`src/design/dcc_cfg.svh`:
```
// Offsets, write masks, reset values and nanosecond timings of the
// step-up converter register block. Definitions only.
`ifndef DCC_CFG_SVH
`define DCC_CFG_SVH

// Register decode
`define DCC_PAGE           8'h00
`define DCC_CONFIG_ADDR    8'h96
`define DCC_CONTROL_ADDR   8'h97

// Reset values
`define DCC_CONTROL_RST    8'h21
`define DCC_CONFIG_RST     8'h00

// Writable bits; everything else is reserved or read-only
`define DCC_CONTROL_WMASK  8'hef
`define DCC_CONFIG_WMASK   8'h7f

// Clock and pulse-width timing
`define DCC_CLK_PERIOD_NS  4
`define DCC_MINPW_1_NS     20
`define DCC_MINPW_2_NS     40
`define DCC_MINPW_3_NS     80

// Divider codes: system clock divided by 1, 2, 4 and 8
`define DCC_DIV_BY1        2'h0
`define DCC_DIV_BY2        2'h1
`define DCC_DIV_BY4        2'h2
`define DCC_DIV_BY8        2'h3

// Output setpoints in millivolts, codes 0 through 7
`define DCC_MV_0           12'd1800
`define DCC_MV_1           12'd1900
`define DCC_MV_2           12'd2000
`define DCC_MV_3           12'd2100
`define DCC_MV_4           12'd2400
`define DCC_MV_5           12'd2700
`define DCC_MV_6           12'd3000
`define DCC_MV_7           12'd3300

`endif

```
`src/design/dcc_pkg.sv`:
```
// Types of the step-up converter register block.
// Used by name only; nothing imports it.
package dcc_pkg;

  typedef struct packed {
    logic [1:0] min_pulse_width;
    logic       switch_size_select;
    logic       rsvd;
    logic       adc_sync_en;
    logic [2:0] output_target_select;
  } dcc_ctrl_t;

  typedef struct packed {
    logic       rsvd;
    logic [1:0] converter_clock_divider;
    logic       adc_sar_clock_invert;
    logic       converter_clock_invert;
    logic       peak_current_level;
    logic       sleep_output_connect;
    logic       converter_clock_source;
  } dcc_cfg_t;

  typedef struct packed {
    logic [7:0] page;
    logic [7:0] addr;
    logic       wr;
    logic       rd;
    logic [7:0] wdata;
  } dcc_sfr_req_t;

endpackage

```
`src/design/dcc_regs.sv`:
```
// Control and configuration registers of the on-chip step-up converter,
// with the digital steering they drive: clock divider, pulse width,
// setpoint, sleep connection and converter-synchronous sampling.
// Assumes the core's special function register port, one clock domain.
//
// Notes on behaviour
// Pulse-width code sets minimum switching pulse
// Bit 5 zero large switches, one small
// Software zeroes sampling clock field before sync
// Sync bit aligns tracking to quiet interval
// Target code maps to eight output setpoints
// Control at page 0, 0x97, resets 0x21
// Config at page 0, 0x96, top bit read-only
// Reserved bits read zero, writes ignored
// Sleep bit ties output to battery or floats
// Peak-current bit selects lower or higher limit
// Config bit 3 inverts divider input clock
// Config bit 0 selects converter clock source
`timescale 1ns/10ps
`default_nettype none
`include "dcc_cfg.svh"

module dcc_regs #(
  parameter int POS_W = 8
) (
  // Clock and reset
  input  wire logic       clk_sys_in,
  input  wire logic       rst_in,
  // Register port
  input  wire logic [7:0] sfr_page_in,
  input  wire logic [7:0] sfr_addr_in,
  input  wire logic       sfr_wr_in,
  input  wire logic       sfr_rd_in,
  input  wire logic [7:0] sfr_wdata_in,
  output logic      [7:0] sfr_rdata_out,
  // Converter status from the analog side
  input  wire logic       osc_clk_in,
  input  wire logic       sw_quiet_in,
  input  wire logic       sleep_in,
  // Converter steering
  output logic            conv_tick_out,
  output logic            conv_clk_src_osc_out,
  output logic      [4:0] min_pulse_cycles_out,
  output logic            small_switch_out,
  output logic            peak_high_out,
  output logic      [2:0] output_target_select_out,
  output logic     [11:0] target_mv_out,
  output logic            node_to_battery_out,
  output logic            node_float_out,
  // Sampling converter coupling
  output logic            adc_sync_en_out,
  output logic            adc_track_out,
  output logic            adc_sar_align_out,
  output logic            adc_sar_noninv_out
);

  localparam logic [4:0] PW1 = 5'((`DCC_MINPW_1_NS + `DCC_CLK_PERIOD_NS - 1)
                                  / `DCC_CLK_PERIOD_NS);
  localparam logic [4:0] PW2 = 5'((`DCC_MINPW_2_NS + `DCC_CLK_PERIOD_NS - 1)
                                  / `DCC_CLK_PERIOD_NS);
  localparam logic [4:0] PW3 = 5'((`DCC_MINPW_3_NS + `DCC_CLK_PERIOD_NS - 1)
                                  / `DCC_CLK_PERIOD_NS);

  dcc_pkg::dcc_sfr_req_t req;
  dcc_pkg::dcc_ctrl_t    ctrl_r, ctrl_nxt;
  dcc_pkg::dcc_cfg_t     cfg_r, cfg_nxt;
  logic [7:0]            rdata_r, rdata_nxt;
  logic                  hit_ctrl, hit_cfg;

  assign req = '{page: sfr_page_in, addr: sfr_addr_in, wr: sfr_wr_in,
                 rd: sfr_rd_in, wdata: sfr_wdata_in};
  assign hit_ctrl = (req.page == `DCC_PAGE) &&
                    (req.addr == `DCC_CONTROL_ADDR);
  assign hit_cfg  = (req.page == `DCC_PAGE) &&
                    (req.addr == `DCC_CONFIG_ADDR);

  // Register file
  always_comb begin
    ctrl_nxt  = ctrl_r;
    cfg_nxt   = cfg_r;
    rdata_nxt = rdata_r;
    if (req.wr && hit_ctrl) begin
      ctrl_nxt = dcc_pkg::dcc_ctrl_t'(req.wdata &
                                      `DCC_CONTROL_WMASK);
    end
    if (req.wr && hit_cfg) begin
      cfg_nxt = dcc_pkg::dcc_cfg_t'(req.wdata &
                                    `DCC_CONFIG_WMASK);
    end
    if (req.rd) begin
      if (hit_ctrl) begin
        rdata_nxt = ctrl_r;
      end else if (hit_cfg) begin
        rdata_nxt = cfg_r;
      end else begin
        rdata_nxt = 8'h00;
      end
    end
  end

  always_ff @(posedge clk_sys_in) begin
    if (rst_in) begin
      ctrl_r  <= dcc_pkg::dcc_ctrl_t'(`DCC_CONTROL_RST);
      cfg_r   <= dcc_pkg::dcc_cfg_t'(`DCC_CONFIG_RST);
      rdata_r <= 8'h00;
    end else begin
      ctrl_r  <= ctrl_nxt;
      cfg_r   <= cfg_nxt;
      rdata_r <= rdata_nxt;
    end
  end

  // Converter clock: divided system clock or internal oscillator
  logic [2:0] div_cnt_r, div_cnt_nxt;
  logic       osc_q_r, osc_q_nxt;
  logic       tick_r, tick_nxt;
  logic [2:0] div_last;
  logic [2:0] tick_phase;

  always_comb begin
    case (cfg_r.converter_clock_divider)
      `DCC_DIV_BY1: div_last = 3'h0;
      `DCC_DIV_BY2: div_last = 3'h1;
      `DCC_DIV_BY4: div_last = 3'h3;
      `DCC_DIV_BY8: div_last = 3'h7;
      default:      div_last = 3'h0;
    endcase
    // Inverted input moves the tick by half a divided period; no move when dividing by 1
    // Widened so divide-by-8 does not wrap back to phase 0
    tick_phase = cfg_r.converter_clock_invert ?
                 3'(({1'b0, div_last} + 4'h1) >> 1) : 3'h0;
    div_cnt_nxt = (div_cnt_r >= div_last) ? 3'h0 : 3'(div_cnt_r + 3'h1);
    osc_q_nxt   = osc_clk_in;
    if (cfg_r.converter_clock_source) begin
      tick_nxt = ((div_cnt_r & div_last) ==
                  (tick_phase & div_last));
    end else begin
      tick_nxt = osc_clk_in && !osc_q_r;
    end
  end

  always_ff @(posedge clk_sys_in) begin
    if (rst_in) begin
      div_cnt_r <= 3'h0;
      osc_q_r   <= 1'b0;
      tick_r    <= 1'b0;
    end else begin
      div_cnt_r <= div_cnt_nxt;
      osc_q_r   <= osc_q_nxt;
      tick_r    <= tick_nxt;
    end
  end

  // Static steering decoded from the registers
  logic [4:0]  pw_nxt;
  logic [11:0] mv_nxt;
  logic [4:0]  pw_r;
  logic [11:0] mv_r;
  logic        small_r, peak_r, src_r, batt_r, float_r;
  logic [2:0]  tsel_r;

  always_comb begin
    case (ctrl_r.min_pulse_width)
      2'h0:    pw_nxt = 5'h00;
      2'h1:    pw_nxt = PW1;
      2'h2:    pw_nxt = PW2;
      2'h3:    pw_nxt = PW3;
      default: pw_nxt = 5'h00;
    endcase
    case (ctrl_r.output_target_select)
      3'h0:    mv_nxt = `DCC_MV_0;
      3'h1:    mv_nxt = `DCC_MV_1;
      3'h2:    mv_nxt = `DCC_MV_2;
      3'h3:    mv_nxt = `DCC_MV_3;
      3'h4:    mv_nxt = `DCC_MV_4;
      3'h5:    mv_nxt = `DCC_MV_5;
      3'h6:    mv_nxt = `DCC_MV_6;
      3'h7:    mv_nxt = `DCC_MV_7;
      default: mv_nxt = `DCC_MV_0;
    endcase
  end

  always_ff @(posedge clk_sys_in) begin
    if (rst_in) begin
      pw_r    <= 5'h00;
      mv_r    <= `DCC_MV_1;
      tsel_r  <= 3'h1;
      small_r <= 1'b1;
      peak_r  <= 1'b0;
      src_r   <= 1'b1;
      batt_r  <= 1'b0;
      float_r <= 1'b0;
    end else begin
      pw_r    <= pw_nxt;
      mv_r    <= mv_nxt;
      tsel_r  <= ctrl_r.output_target_select;
      small_r <= ctrl_r.switch_size_select;
      peak_r  <= cfg_r.peak_current_level;
      src_r   <= !cfg_r.converter_clock_source;
      batt_r  <= sleep_in && !cfg_r.sleep_output_connect;
      float_r <= sleep_in && cfg_r.sleep_output_connect;
    end
  end

  // Quiet-interval tracking: learn where the longest quiet run of the
  // previous switching cycle began and track from there this cycle.
  // One cycle of history only, so a changing load lags by a cycle.
  logic [POS_W-1:0] pos_r, pos_nxt;
  logic [POS_W-1:0] run_r, run_nxt;
  logic [POS_W-1:0] best_len_r, best_len_nxt;
  logic [POS_W-1:0] best_start_r, best_start_nxt;
  logic [POS_W-1:0] prev_start_r, prev_start_nxt;
  logic             track_r, track_nxt;
  logic             align_r, align_nxt;
  logic             sync_r, noninv_r;
  logic [POS_W-1:0] run_start;

  always_comb begin
    pos_nxt        = pos_r;
    run_nxt        = run_r;
    best_len_nxt   = best_len_r;
    best_start_nxt = best_start_r;
    prev_start_nxt = prev_start_r;
    run_start      = POS_W'(pos_r - run_r);
    if (tick_r) begin
      pos_nxt        = '0;
      run_nxt        = '0;
      best_len_nxt   = '0;
      best_start_nxt = '0;
      prev_start_nxt = best_start_r;
    end else begin
      if (pos_r != '1) begin
        pos_nxt = POS_W'(pos_r + 1'b1);
      end
      if (sw_quiet_in) begin
        if (run_r != '1) begin
          run_nxt = POS_W'(run_r + 1'b1);
        end
        if (run_nxt > best_len_r) begin
          best_len_nxt   = run_nxt;
          best_start_nxt = run_start;
        end
      end else begin
        run_nxt = '0;
      end
    end
    track_nxt = ctrl_r.adc_sync_en && sw_quiet_in && !tick_r &&
                (pos_r >= prev_start_r);
    align_nxt = ctrl_r.adc_sync_en && tick_r;
  end

  always_ff @(posedge clk_sys_in) begin
    if (rst_in) begin
      pos_r        <= '0;
      run_r        <= '0;
      best_len_r   <= '0;
      best_start_r <= '0;
      prev_start_r <= '0;
      track_r      <= 1'b0;
      align_r      <= 1'b0;
      sync_r       <= 1'b0;
      noninv_r     <= 1'b1;
    end else begin
      pos_r        <= pos_nxt;
      run_r        <= run_nxt;
      best_len_r   <= best_len_nxt;
      best_start_r <= best_start_nxt;
      prev_start_r <= prev_start_nxt;
      track_r      <= track_nxt;
      align_r      <= align_nxt;
      // Sampling clock field is software's to clear before this
      sync_r       <= ctrl_r.adc_sync_en;
      noninv_r     <= cfg_r.adc_sar_clock_invert;
    end
  end

  assign sfr_rdata_out            = rdata_r;
  assign conv_tick_out            = tick_r;
  assign conv_clk_src_osc_out     = src_r;
  assign min_pulse_cycles_out     = pw_r;
  assign small_switch_out         = small_r;
  assign peak_high_out            = peak_r;
  assign output_target_select_out = tsel_r;
  assign target_mv_out            = mv_r;
  assign node_to_battery_out      = batt_r;
  assign node_float_out           = float_r;
  assign adc_sync_en_out          = sync_r;
  assign adc_track_out            = track_r;
  assign adc_sar_align_out        = align_r;
  assign adc_sar_noninv_out       = noninv_r;

endmodule // dcc_regs

`default_nettype wire

```
`config.mk`:
```
export PLATFORM = sky130hd
export DESIGN_NAME = dcc_regs
export DESIGN_NICKNAME = d
export VERILOG_FILES = /design/src/design/dcc_pkg.sv /design/src/design/dcc_regs.sv
export VERILOG_INCLUDE_DIRS = /design/src /design/src/design
export SDC_FILE = /design/constraint.sdc
export NUM_CORES = 1
export LEC_CHECK = 0
export ABC_AREA = 1
export ABC_CLOCK_PERIOD_IN_PS = 3500
export BUFFER_PORTS_ARGS = -buffer_cell sky130_fd_sc_hd__buf_2
export CAP_MARGIN = 20
export CORE_MARGIN = 8
export CORE_UTILIZATION = 52
export DETAILED_ROUTE_END_ITERATION = 8
export GPL_TIMING_DRIVEN = 0
export PLACE_DENSITY_LB_ADDON = 0.15
export SLEW_MARGIN = 30
export SYNTH_ARGS = -nofsm -noshare
export SYNTH_HDL_FRONTEND = slang
export SYNTH_SLANG_ARGS = --single-unit
```
`constraint.sdc`:
```
create_clock -name clk_sys_in -period 3.5 [get_ports clk_sys_in]
set_clock_uncertainty 0.2 [all_clocks]
set_input_delay 0.875 -clock clk_sys_in [delete_from_list [all_inputs] [get_ports clk_sys_in]]
set_output_delay 0.875 -clock clk_sys_in [all_outputs]
set_load 0.005 [all_outputs]
```
==> flow_summary.json, run 1 <==
{
  "crit_chain": "ha_1 -> nand3_1 -> nor2_1 -> nand3_1 -> nand2_1 -> inv_1 -> ha_1 -> nand2_2 -> nor2_4 -> a21boi_4 -> nand2_4 -> buf_6 -> nor2_1 -> nor2_1",
  "slowest_delay_ns": 0.50,
  "final_cell_mix": "nand2_1, dfxtp_1, inv_1, nor2_1, buf_2",
  "drive_above_1_share": 0.1535,
  "hold_viol": 0,
  "grt_pass1_vias": 4054,
  "remaining_drc_errors": 0,
  "finalSetupViolCount": 0,
  "initial_core_util": 0.5332,
  "yosys_warnings": 0,
  "core_mm2": 0.008636,
  "fp.dieArea_mm2": 0.01212,
  "place_ws_ns": 0.6178,
  "fin_tns_setup_ns": 0,
  "power_leakage_nw": 2.547,
  "final_nets": 773,
  "required_ns": 3.56,
  "cp.arrival_ns": 3.00,
  "h-tree-depth": 3,
  "io_buffers": 63,
  "layout_setup_ws_ns": 0.5588,
  "cts_buffers": 9,
  "cp-start-kind": "flop",
  "firstDrtPassIters": 5,
  "grt_remaining_overflow": 0,
  "die_h_um": 110.1,
  "dpl-instance-area_mm2": 0.005059,
  "period_needed_ns": 2.941,
  "tritoncts": "built",
  "n_fill_cell": 795,
  "ys_seq_area_frac": 0.4000,
  "stdcell_count": 818,
  "clk_latency_ns": 0.36,
  "grt_max_degree": 19,
  "postSynthAreaPerCell_um2": 7.309,
  "holdWs_ns": 0.2606,
  "rows": 34,
  "track_usage": 0.1844,
  "fmax_mhz": 340.0,
  "dp_hpwl_mm": 8.228,
  "maxCapViolations": 0,
  "crit_path_end_kind": "flop",
  "synth_area_mm2": 0.004604,
  "critPathKind": "reg -> reg",
  "synth_cell_types": 35,
  "antenna_found_initial": 0,
  "final_max_slew_viol_count": 0,
  "post-route-period-util": 0.8403,
  "wire_per_inst_um": 13.17,
  "place.gp.congestion": 0.9323,
  "layout_commonest_cell": "nand2_1",
  "clock-root-buffer": "clkbuf_8",
  "viasPerCell": 5.040,
  "crit_path_max_fanout": 10,
  "finalPower_mw": 2.276,
  "cts_resized": 0,
  "cts_sinks": 92,
  "dr.first_iter.drc_count": 163,
  "die_w_um": 110.1,
  "ios": 69,
  "tightestPinTransition_ns": 0.5058,
  "clk_pin_slew_ns": 0.10,
  "max-slew-margin-rel": 0.6628,
  "ir_drop_v": 0.0002009,
  "grt_pass1_wl_mm": 18.06,
  "rsz0062_at_grt": "false",
  "n_antenna_cell": 0,
  "min_path_type": "reg -> reg",
  "yosys_register_bits": 92,
  "clockBufferDepth": 2,
  "cts_setup_buffers": 0,
  "placed_cells": 802,
  "holdBufCountCts": 0,
  "routed_wl_mm": 10.77,
  "synth_cells": 630,
  "finalInstanceArea_mm2": 0.005254,
  "vias": 4123,
  "ant_nets": 0,
  "powerDensity_mw_per_mm2": 433.2,
  "cp_slowest_cell": "dfxtp_1",
  "final_core_util": 0.6084,
  "status": "completed",
  "synthToLayoutAreaGrowth_pct": 14.10,
  "cp_common_cell": "nor2_1"
}
critical path, delay by kind of cell (launching register included):
kind                     cells  cell delay, ns
adder cells (fa/ha/maj)      2            0.52
buffers and inverters        2            0.23
AO/OA/AOI/OAI                1            0.32
AND/OR/NAND/NOR              9            1.05
flip-flops                   1            0.50
flip-flops by register name, summed over array words and instances, names as in the netlist, 7 cells and up:
| register | cells |
|---|---|
| best_len_r | 8 |
| best_start_r | 8 |
| cfg_r | 7 |
| ctrl_r | 7 |
| pos_r | 8 |
| prev_start_r | 8 |
| run_r | 8 |
| sfr_rdata_out | 8 |
| target_mv_out | 10 |
path summary, 6_finish.rpt:
path / from / end / slack, ns / cells past startpoint
worst min register to register: cfg_r[2] / peak_high_out / 0.26 / 2
worst max register to register: run_r[0] / best_start_r[5] / 0.56 / 14
worst min-delay path: cfg_r[2] / peak_high_out / 0.26 / 2
worst max-delay path: run_r[0] / best_start_r[5] / 0.56 / 14
synthesized netlist by cell type (all sizes together):
cell	count	area share
nand2	135	0.11
dfxtp	92	0.40
nor2	92	0.082
inv	91	0.074
a21oi	47	0.051
nand3	39	0.045
ha	36	0.098
o21ai	25	0.028
nand4	19	0.026
buf	15	0.021
clkbuf	5	0.0041
nor3	5	0.0054
xnor2	5	0.011
or2	4	0.0054
a31oi	3	0.0041
nand3b	3	0.0049
xor2	3	0.0057
clkinv	2	0.0016
o211ai	2	0.0033
a211oi	1	0.0016
a21boi	1	0.0041
a21o	1	0.0016
conb	1	0.00081
fa	1	0.0043
o2111ai	1	0.0019
or3	1	0.0014
area by class of cell:
| cell class | instances | area [um^2] | share of cell area |
|---|---|---|---|
| Clock buffer | 9 | 123.9 | 0.02358 |
| Inverter | 93 | 349.1 | 0.06644 |
| Clock inverter | 7 | 71.32 | 0.01357 |
| Multi-Input combinational cell | 426 | 2303 | 0.4384 |
| Buffer | 20 | 113.9 | 0.02167 |
| Tap cell | 108 | 135.1 | 0.02572 |
| Sequential cell | 92 | 1842 | 0.3506 |
| Timing Repair Buffer | 63 | 315.3 | 0.06001 |
per-layer routing:
metal | global-route usage | share of wire
met2 | 0.3211 | 0.49
met4 | 0.07231 | 0.016
met1 | 0.2180 | 0.44
met3 | 0.03721 | 0.059
met5 | 0 | 0
power breakdown:
part           internal (mW)  leakage, nW  total [mW]  switching (mW)
clock                  0.278       0.0926       0.706           0.428
sequential              1.10        0.748        1.12          0.0245
combinational          0.163         1.71       0.447           0.284
total                   1.54         2.55        2.28           0.737
cell families after synthesis:
logic type      share of synthesized area
flops                              0.4000
compound gates                    0.09566
fa+ha+maj                          0.1022
buf+inv                            0.1005
simple gates                       0.2840
other cells                     0.0008144
xor+xnor                          0.01685
No activity file was read; power rests on OpenSTA's default activity.
==> inputs of run 2 (changes only) <==
Settings changed: ABC_CLOCK_PERIOD_IN_PS 3500 to 3000.
Clock period 3.5 ns to 3 ns, I/O delays scaled along.
==> run 2 against run 1 <==
Hold slack better by 0.0015 ns; count of clock-buffer cells in the layout unchanged; setup slack worse by 0.33 ns; die area unchanged; total power up 17%; sequential cell count unchanged; critical path type unchanged.
==> flow_summary.json, run 2 (same netlist as run 1, synthesis figures left out) <==
{
  "place.gp.congestion": 0.9323,
  "period_needed_ns": 2.775,
  "finalSetupViolCount": 0,
  "path_delay_family": "simple AND/OR/NAND/NOR gates",
  "maxCapViolations": 0,
  "dp_hpwl_mm": 8.228,
  "final_cell_mix": "nand2_1, inv_1, dfxtp_1, nor2_1, buf_2",
  "final_max_slew_viol_count": 0,
  "ir_drop_v": 0.0002347,
  "grt_max_degree": 19,
  "core_mm2": 0.008636,
  "grt_pass1_vias": 4054,
  "n_antenna_cell": 0,
  "crit_path_max_fanout": 10,
  "vias": 4141,
  "cts_buffers": 9,
  "ant_nets": 0,
  "worst-path-stages": 13,
  "final_nets": 776,
  "crit_chain": "ha_1 -> nand3_1 -> nand2_1 -> inv_1 -> o21ai_0 -> ha_1 -> nand2_1 -> nor2_4 -> a21boi_4 -> nand2_4 -> buf_6 -> nor2_1 -> nor2_1",
  "rows": 34,
  "min_path_type": "reg -> reg",
  "clock-root-buffer": "clkbuf_8",
  "cp-start-kind": "flop",
  "dr.first_iter.drc_count": 186,
  "holdPathStages": 2,
  "power_leakage_nw": 2.578,
  "dpl-instance-area_mm2": 0.005059,
  "ios": 69,
  "grt_remaining_overflow": 0,
  "status": "completed",
  "grt_pass1_wl_mm": 18.06,
  "cts_sinks": 92,
  "switching_share": 0.3229,
  "wire_per_inst_um": 13.21,
  "cp_slowest_cell": "dfxtp_2",
  "die_h_um": 110.1,
  "switchingPower_mw": 0.8603,
  "largest_reg_flops": 10,
  "drive_above_1_share": 0.1613,
  "finalInstanceArea_mm2": 0.005286,
  "antenna_found_initial": 0,
  "initial_core_util": 0.5332,
  "layout_commonest_cell": "nand2_1",
  "routed_wl_mm": 10.85,
  "fmax_mhz": 360.4,
  "h-tree-depth": 3,
  "crit_path_end_kind": "flop",
  "viasPerCell": 5.044,
  "seq_power_share": 0.492,
  "synthToLayoutAreaGrowth_pct": 14.81,
  "io_buffers": 63,
  "die_w_um": 110.1,
  "slowest_delay_ns": 0.43,
  "firstDrtPassIters": 4,
  "post-route-period-util": 0.9250,
  "tritoncts": "built",
  "critPathKind": "reg -> reg",
  "powerDensity_mw_per_mm2": 504.0,
  "cp.arrival_ns": 2.83,
  "clockBufferDepth": 2,
  "comb_power_share": 0.199,
  "hold_viol": 0,
  "clk_pin_slew_ns": 0.10,
  "p_clk_frac": 0.309,
  "fin_tns_setup_ns": 0,
  "track_usage": 0.1844,
  "clk_latency_ns": 0.36,
  "ff2ff_path_depth": 13,
  "fp.dieArea_mm2": 0.01212,
  "internal_power_mw": 1.804,
  "required_ns": 3.05,
  "rsz0062_at_grt": "false",
  "remaining_drc_errors": 0,
  "finalPower_mw": 2.664,
  "cp_num_buf_inv": 2
}
run 2: changes by cell type in the layout (fill, tap and decap cells not counted), sizes merged:
cell	previous run	this run
buf	78	81
run 2: area by class of cell:
class	count	area, um^2
Buffer	20	113.9
Clock buffer	9	123.9
Clock inverter	7	71.32
Fill cell	792	3349
Inverter	93	349.1
Multi-Input combinational cell	426	2311
Sequential cell	92	1844
Tap cell	108	135.1
Timing Repair Buffer	66	337.8
run 2: worst reg2reg max path: cells and delay by family, from the launching register on:
kind	cells	cell delay, ns
AO/OA/AOI/OAI	2	0.61
adder cells (fa/ha/maj)	2	0.52
buffers and inverters	2	0.21
flip-flops	1	0.43
AND/OR/NAND/NOR	7	0.70
run 2: repair_timing:
| item | 4_1_cts | 5_1_grt |
|---|---|---|
| gates resized for setup | 0 | 4 |
| setup buffers | 0 | 3 |
| hold buffers | 0 | 0 |
| setup endpoints to repair | 0 | 16 |
run 2: metrics by stage:
stage	std cells	util	setup WS (ns)	hold WS [ns]
floorplan	631	-	0.5364	0.1999
global placement	802	0.5858	0.1727	0.2456
detailed placement	802	0.5858	0.1178	0.2362
CTS	818	0.6084	0.07950	0.2568
global route	821	0.6121	0.002176	0.2835
finish	821	0.6121	0.2250	0.2621
run 2: power groups by stage:
stage / registers, mW / clock network, mW / logic [mW]
after floorplan: 1.33 / 0 / 0.389
after global placement: 1.34 / 0 / 0.503
after detailed placement: 1.34 / 0 / 0.515
after CTS: 1.31 / 0.833 / 0.521
after global routing: 1.32 / 0.881 / 0.606
final: 1.31 / 0.823 / 0.531
run 2: metal layers:
| layer | part of all wire | GRT usage | vias to the layer above |
|---|---|---|---|
| met3 | 0.048 | 0.03721 | 19 |
| met2 | 0.49 | 0.3211 | 107 |
| met5 | 0 | 0 | - |
| li1 | - | - | 2157 |
| met4 | 0.016 | 0.07231 | 0 |
| met1 | 0.45 | 0.2180 | 1858 |
run 2: worst paths after layout:
check / startpoint / to / slack (ns)
max: run_r[0] / best_start_r[5] / 0.23
min reg2reg: cfg_r[2] / peak_high_out / 0.26
max reg2reg: run_r[0] / best_start_r[5] / 0.23
min: cfg_r[2] / peak_high_out / 0.26
==> inputs of run 3 (changes only) <==
Settings changed: CTS_BUF_LIST from default to sky130_fd_sc_hd__clkbuf_4.
==> run 3 against run 2 <==
Global-route usage increased by 0.21 points; non-clock buffer count unchanged; maximum frequency decreased by 0.21%; largest power group unchanged; highest routed layer unchanged.
==> flow_summary.json, run 3 (same netlist as run 1, synthesis figures left out) <==
{
  "post-route-period-util": 0.9269,
  "antenna_found_initial": 0,
  "place.gp.congestion": 0.9323,
  "grt_use_met3": 0.05233,
  "clock-root-buffer": "clkbuf_4",
  "cp_slowest_cell": "dfxtp_2",
  "clk_pin_slew_ns": 0.17,
  "holdBufCountCts": 0,
  "fin_tns_setup_ns": 0,
  "fp.dieArea_mm2": 0.01212,
  "cp.arrival_ns": 2.94,
  "max-slew-margin-rel": 0.6649,
  "use_met1": 0.2177,
  "clockBufferDepth": 2,
  "final_cell_mix": "nand2_1, inv_1, dfxtp_1, nor2_1, buf_2",
  "die_w_um": 110.1,
  "dpl-instance-area_mm2": 0.005059,
  "cts_sinks": 92,
  "tritoncts": "built",
  "power_leakage_nw": 2.556,
  "layout_setup_ws_ns": 0.2193,
  "clk_latency_ns": 0.46,
  "dr.first_iter.drc_count": 107,
  "maxCapViolations": 0,
  "rsz0062_at_grt": "false",
  "finalInstanceArea_mm2": 0.005233,
  "tightestPinTransition_ns": 0.5027,
  "core_mm2": 0.008636,
  "viasPerCell": 5.038,
  "period_needed_ns": 2.781,
  "crit_chain": "ha_1 -> nand3_1 -> nor2_2 -> nand3_1 -> nand2_1 -> inv_1 -> ha_1 -> nand2_2 -> nor2_4 -> nand2_1 -> nand2_4 -> nand2_4 -> buf_6 -> nor2_1 -> nor2_1",
  "vias": 4136,
  "h-tree-depth": 3,
  "hold_viol": 0,
  "remaining_drc_errors": 0,
  "initial_core_util": 0.5332,
  "fmax_mhz": 359.6,
  "grt_util_met2": 0.3155,
  "grt_pass1_wl_mm": 18.09,
  "place_ws_ns": 0.1178,
  "grt_max_degree": 19,
  "final_nets": 776,
  "cp-start-kind": "flop",
  "crit_path_end_kind": "flop",
  "n_antenna_cell": 0,
  "required_ns": 3.16,
  "ios": 69,
  "crit_path_max_fanout": 10,
  "largest_reg_flops": 10,
  "final_core_util": 0.6059,
  "layout_commonest_cell": "nand2_1",
  "status": "completed",
  "routed_wl_mm": 10.92,
  "grt_remaining_overflow": 0,
  "firstDrtPassIters": 4,
  "ir_drop_v": 0.0002114,
  "slowest_delay_ns": 0.44,
  "critPathKind": "reg -> reg",
  "ant_nets": 0,
  "drive_above_1_share": 0.1627,
  "min_path_type": "reg -> reg",
  "track_usage": 0.1865,
  "powerDensity_mw_per_mm2": 482.6,
  "die_h_um": 110.1,
  "cts_buffers": 9,
  "dp_hpwl_mm": 8.228,
  "r2r_slack_ns": 0.22,
  "final_max_slew_viol_count": 0,
  "rows": 34,
  "grt_pass1_vias": 4036,
  "holdWs_ns": 0.2688,
  "wire_per_inst_um": 13.30,
  "synthToLayoutAreaGrowth_pct": 13.64,
  "grt.busiest_layer": "met2",
  "io_buffers": 63,
  "finalSetupViolCount": 0
}
==> run 3: cell types whose count changed in the layout (fill, tap and decap cells not counted) <==
cell | before | now
nor2_2 | 1 | 2
clkbuf_4 | 0 | 9
clkbuf_8 | 9 | 0
nor2_1 | 87 | 86
==> run 3: metal layers <==
layer | share of wire | vias to the layer above
met5 | 0 | -
met3 | 0.050 | 20
met4 | 0.022 | 0
met1 | 0.45 | 1836
li1 | - | 2159
met2 | 0.48 | 121
==> run 3: what timing repair did <==
| item | CTS | global route |
|---|---|---|
| endpoints found under the setup margin | 0 | 16 |
| gates resized for setup | 0 | 5 |
| buffers inserted | 0 | 3 |
==> run 3: through the flow <==
stage               power (mW)  std cells
finish                   2.525        821
global route             2.662        821
CTS                      2.521        818
detailed placement       1.852        802
global placement         1.838        802
floorplan                1.720        631
==> run 3: worst max-delay path, delay by kind of cell (launching register included) <==
family / cells / cell delay (ns)
and+or+nand+nor: 11 / 1.32
adders and majority gates: 2 / 0.48
DFF: 1 / 0.44
buffers and inverters: 2 / 0.23
==> run 3: power by group <==
part           switching, mW  leakage [nW]  internal [mW]
Sequential            0.0288         0.749           1.28
Clock                  0.488        0.0693          0.193
Combinational          0.334          1.74          0.199
Total                  0.851          2.56           1.67
==> run 3: final cells by class <==
cell class                      count  area [um^2]
Fill cell                         807         3403
Multi-Input combinational cell    426         2313
Sequential cell                    92         1844
Inverter                           93        349.1
Timing Repair Buffer               66        337.8
Tap cell                          108        135.1
Buffer                             20        113.9
Clock inverter                      7        71.32
Clock buffer                        9        67.56
==> run 3: worst paths after layout <==
| path | from | end | cells past startpoint |
|---|---|---|---|
| worst max-delay path | run_r[0] | best_start_r[5] | 15 |
| worst min-delay path | cfg_r[2] | peak_high_out | 2 |
| worst min register to register | cfg_r[2] | peak_high_out | 2 |
| worst max register to register | run_r[0] | best_start_r[5] | 15 |
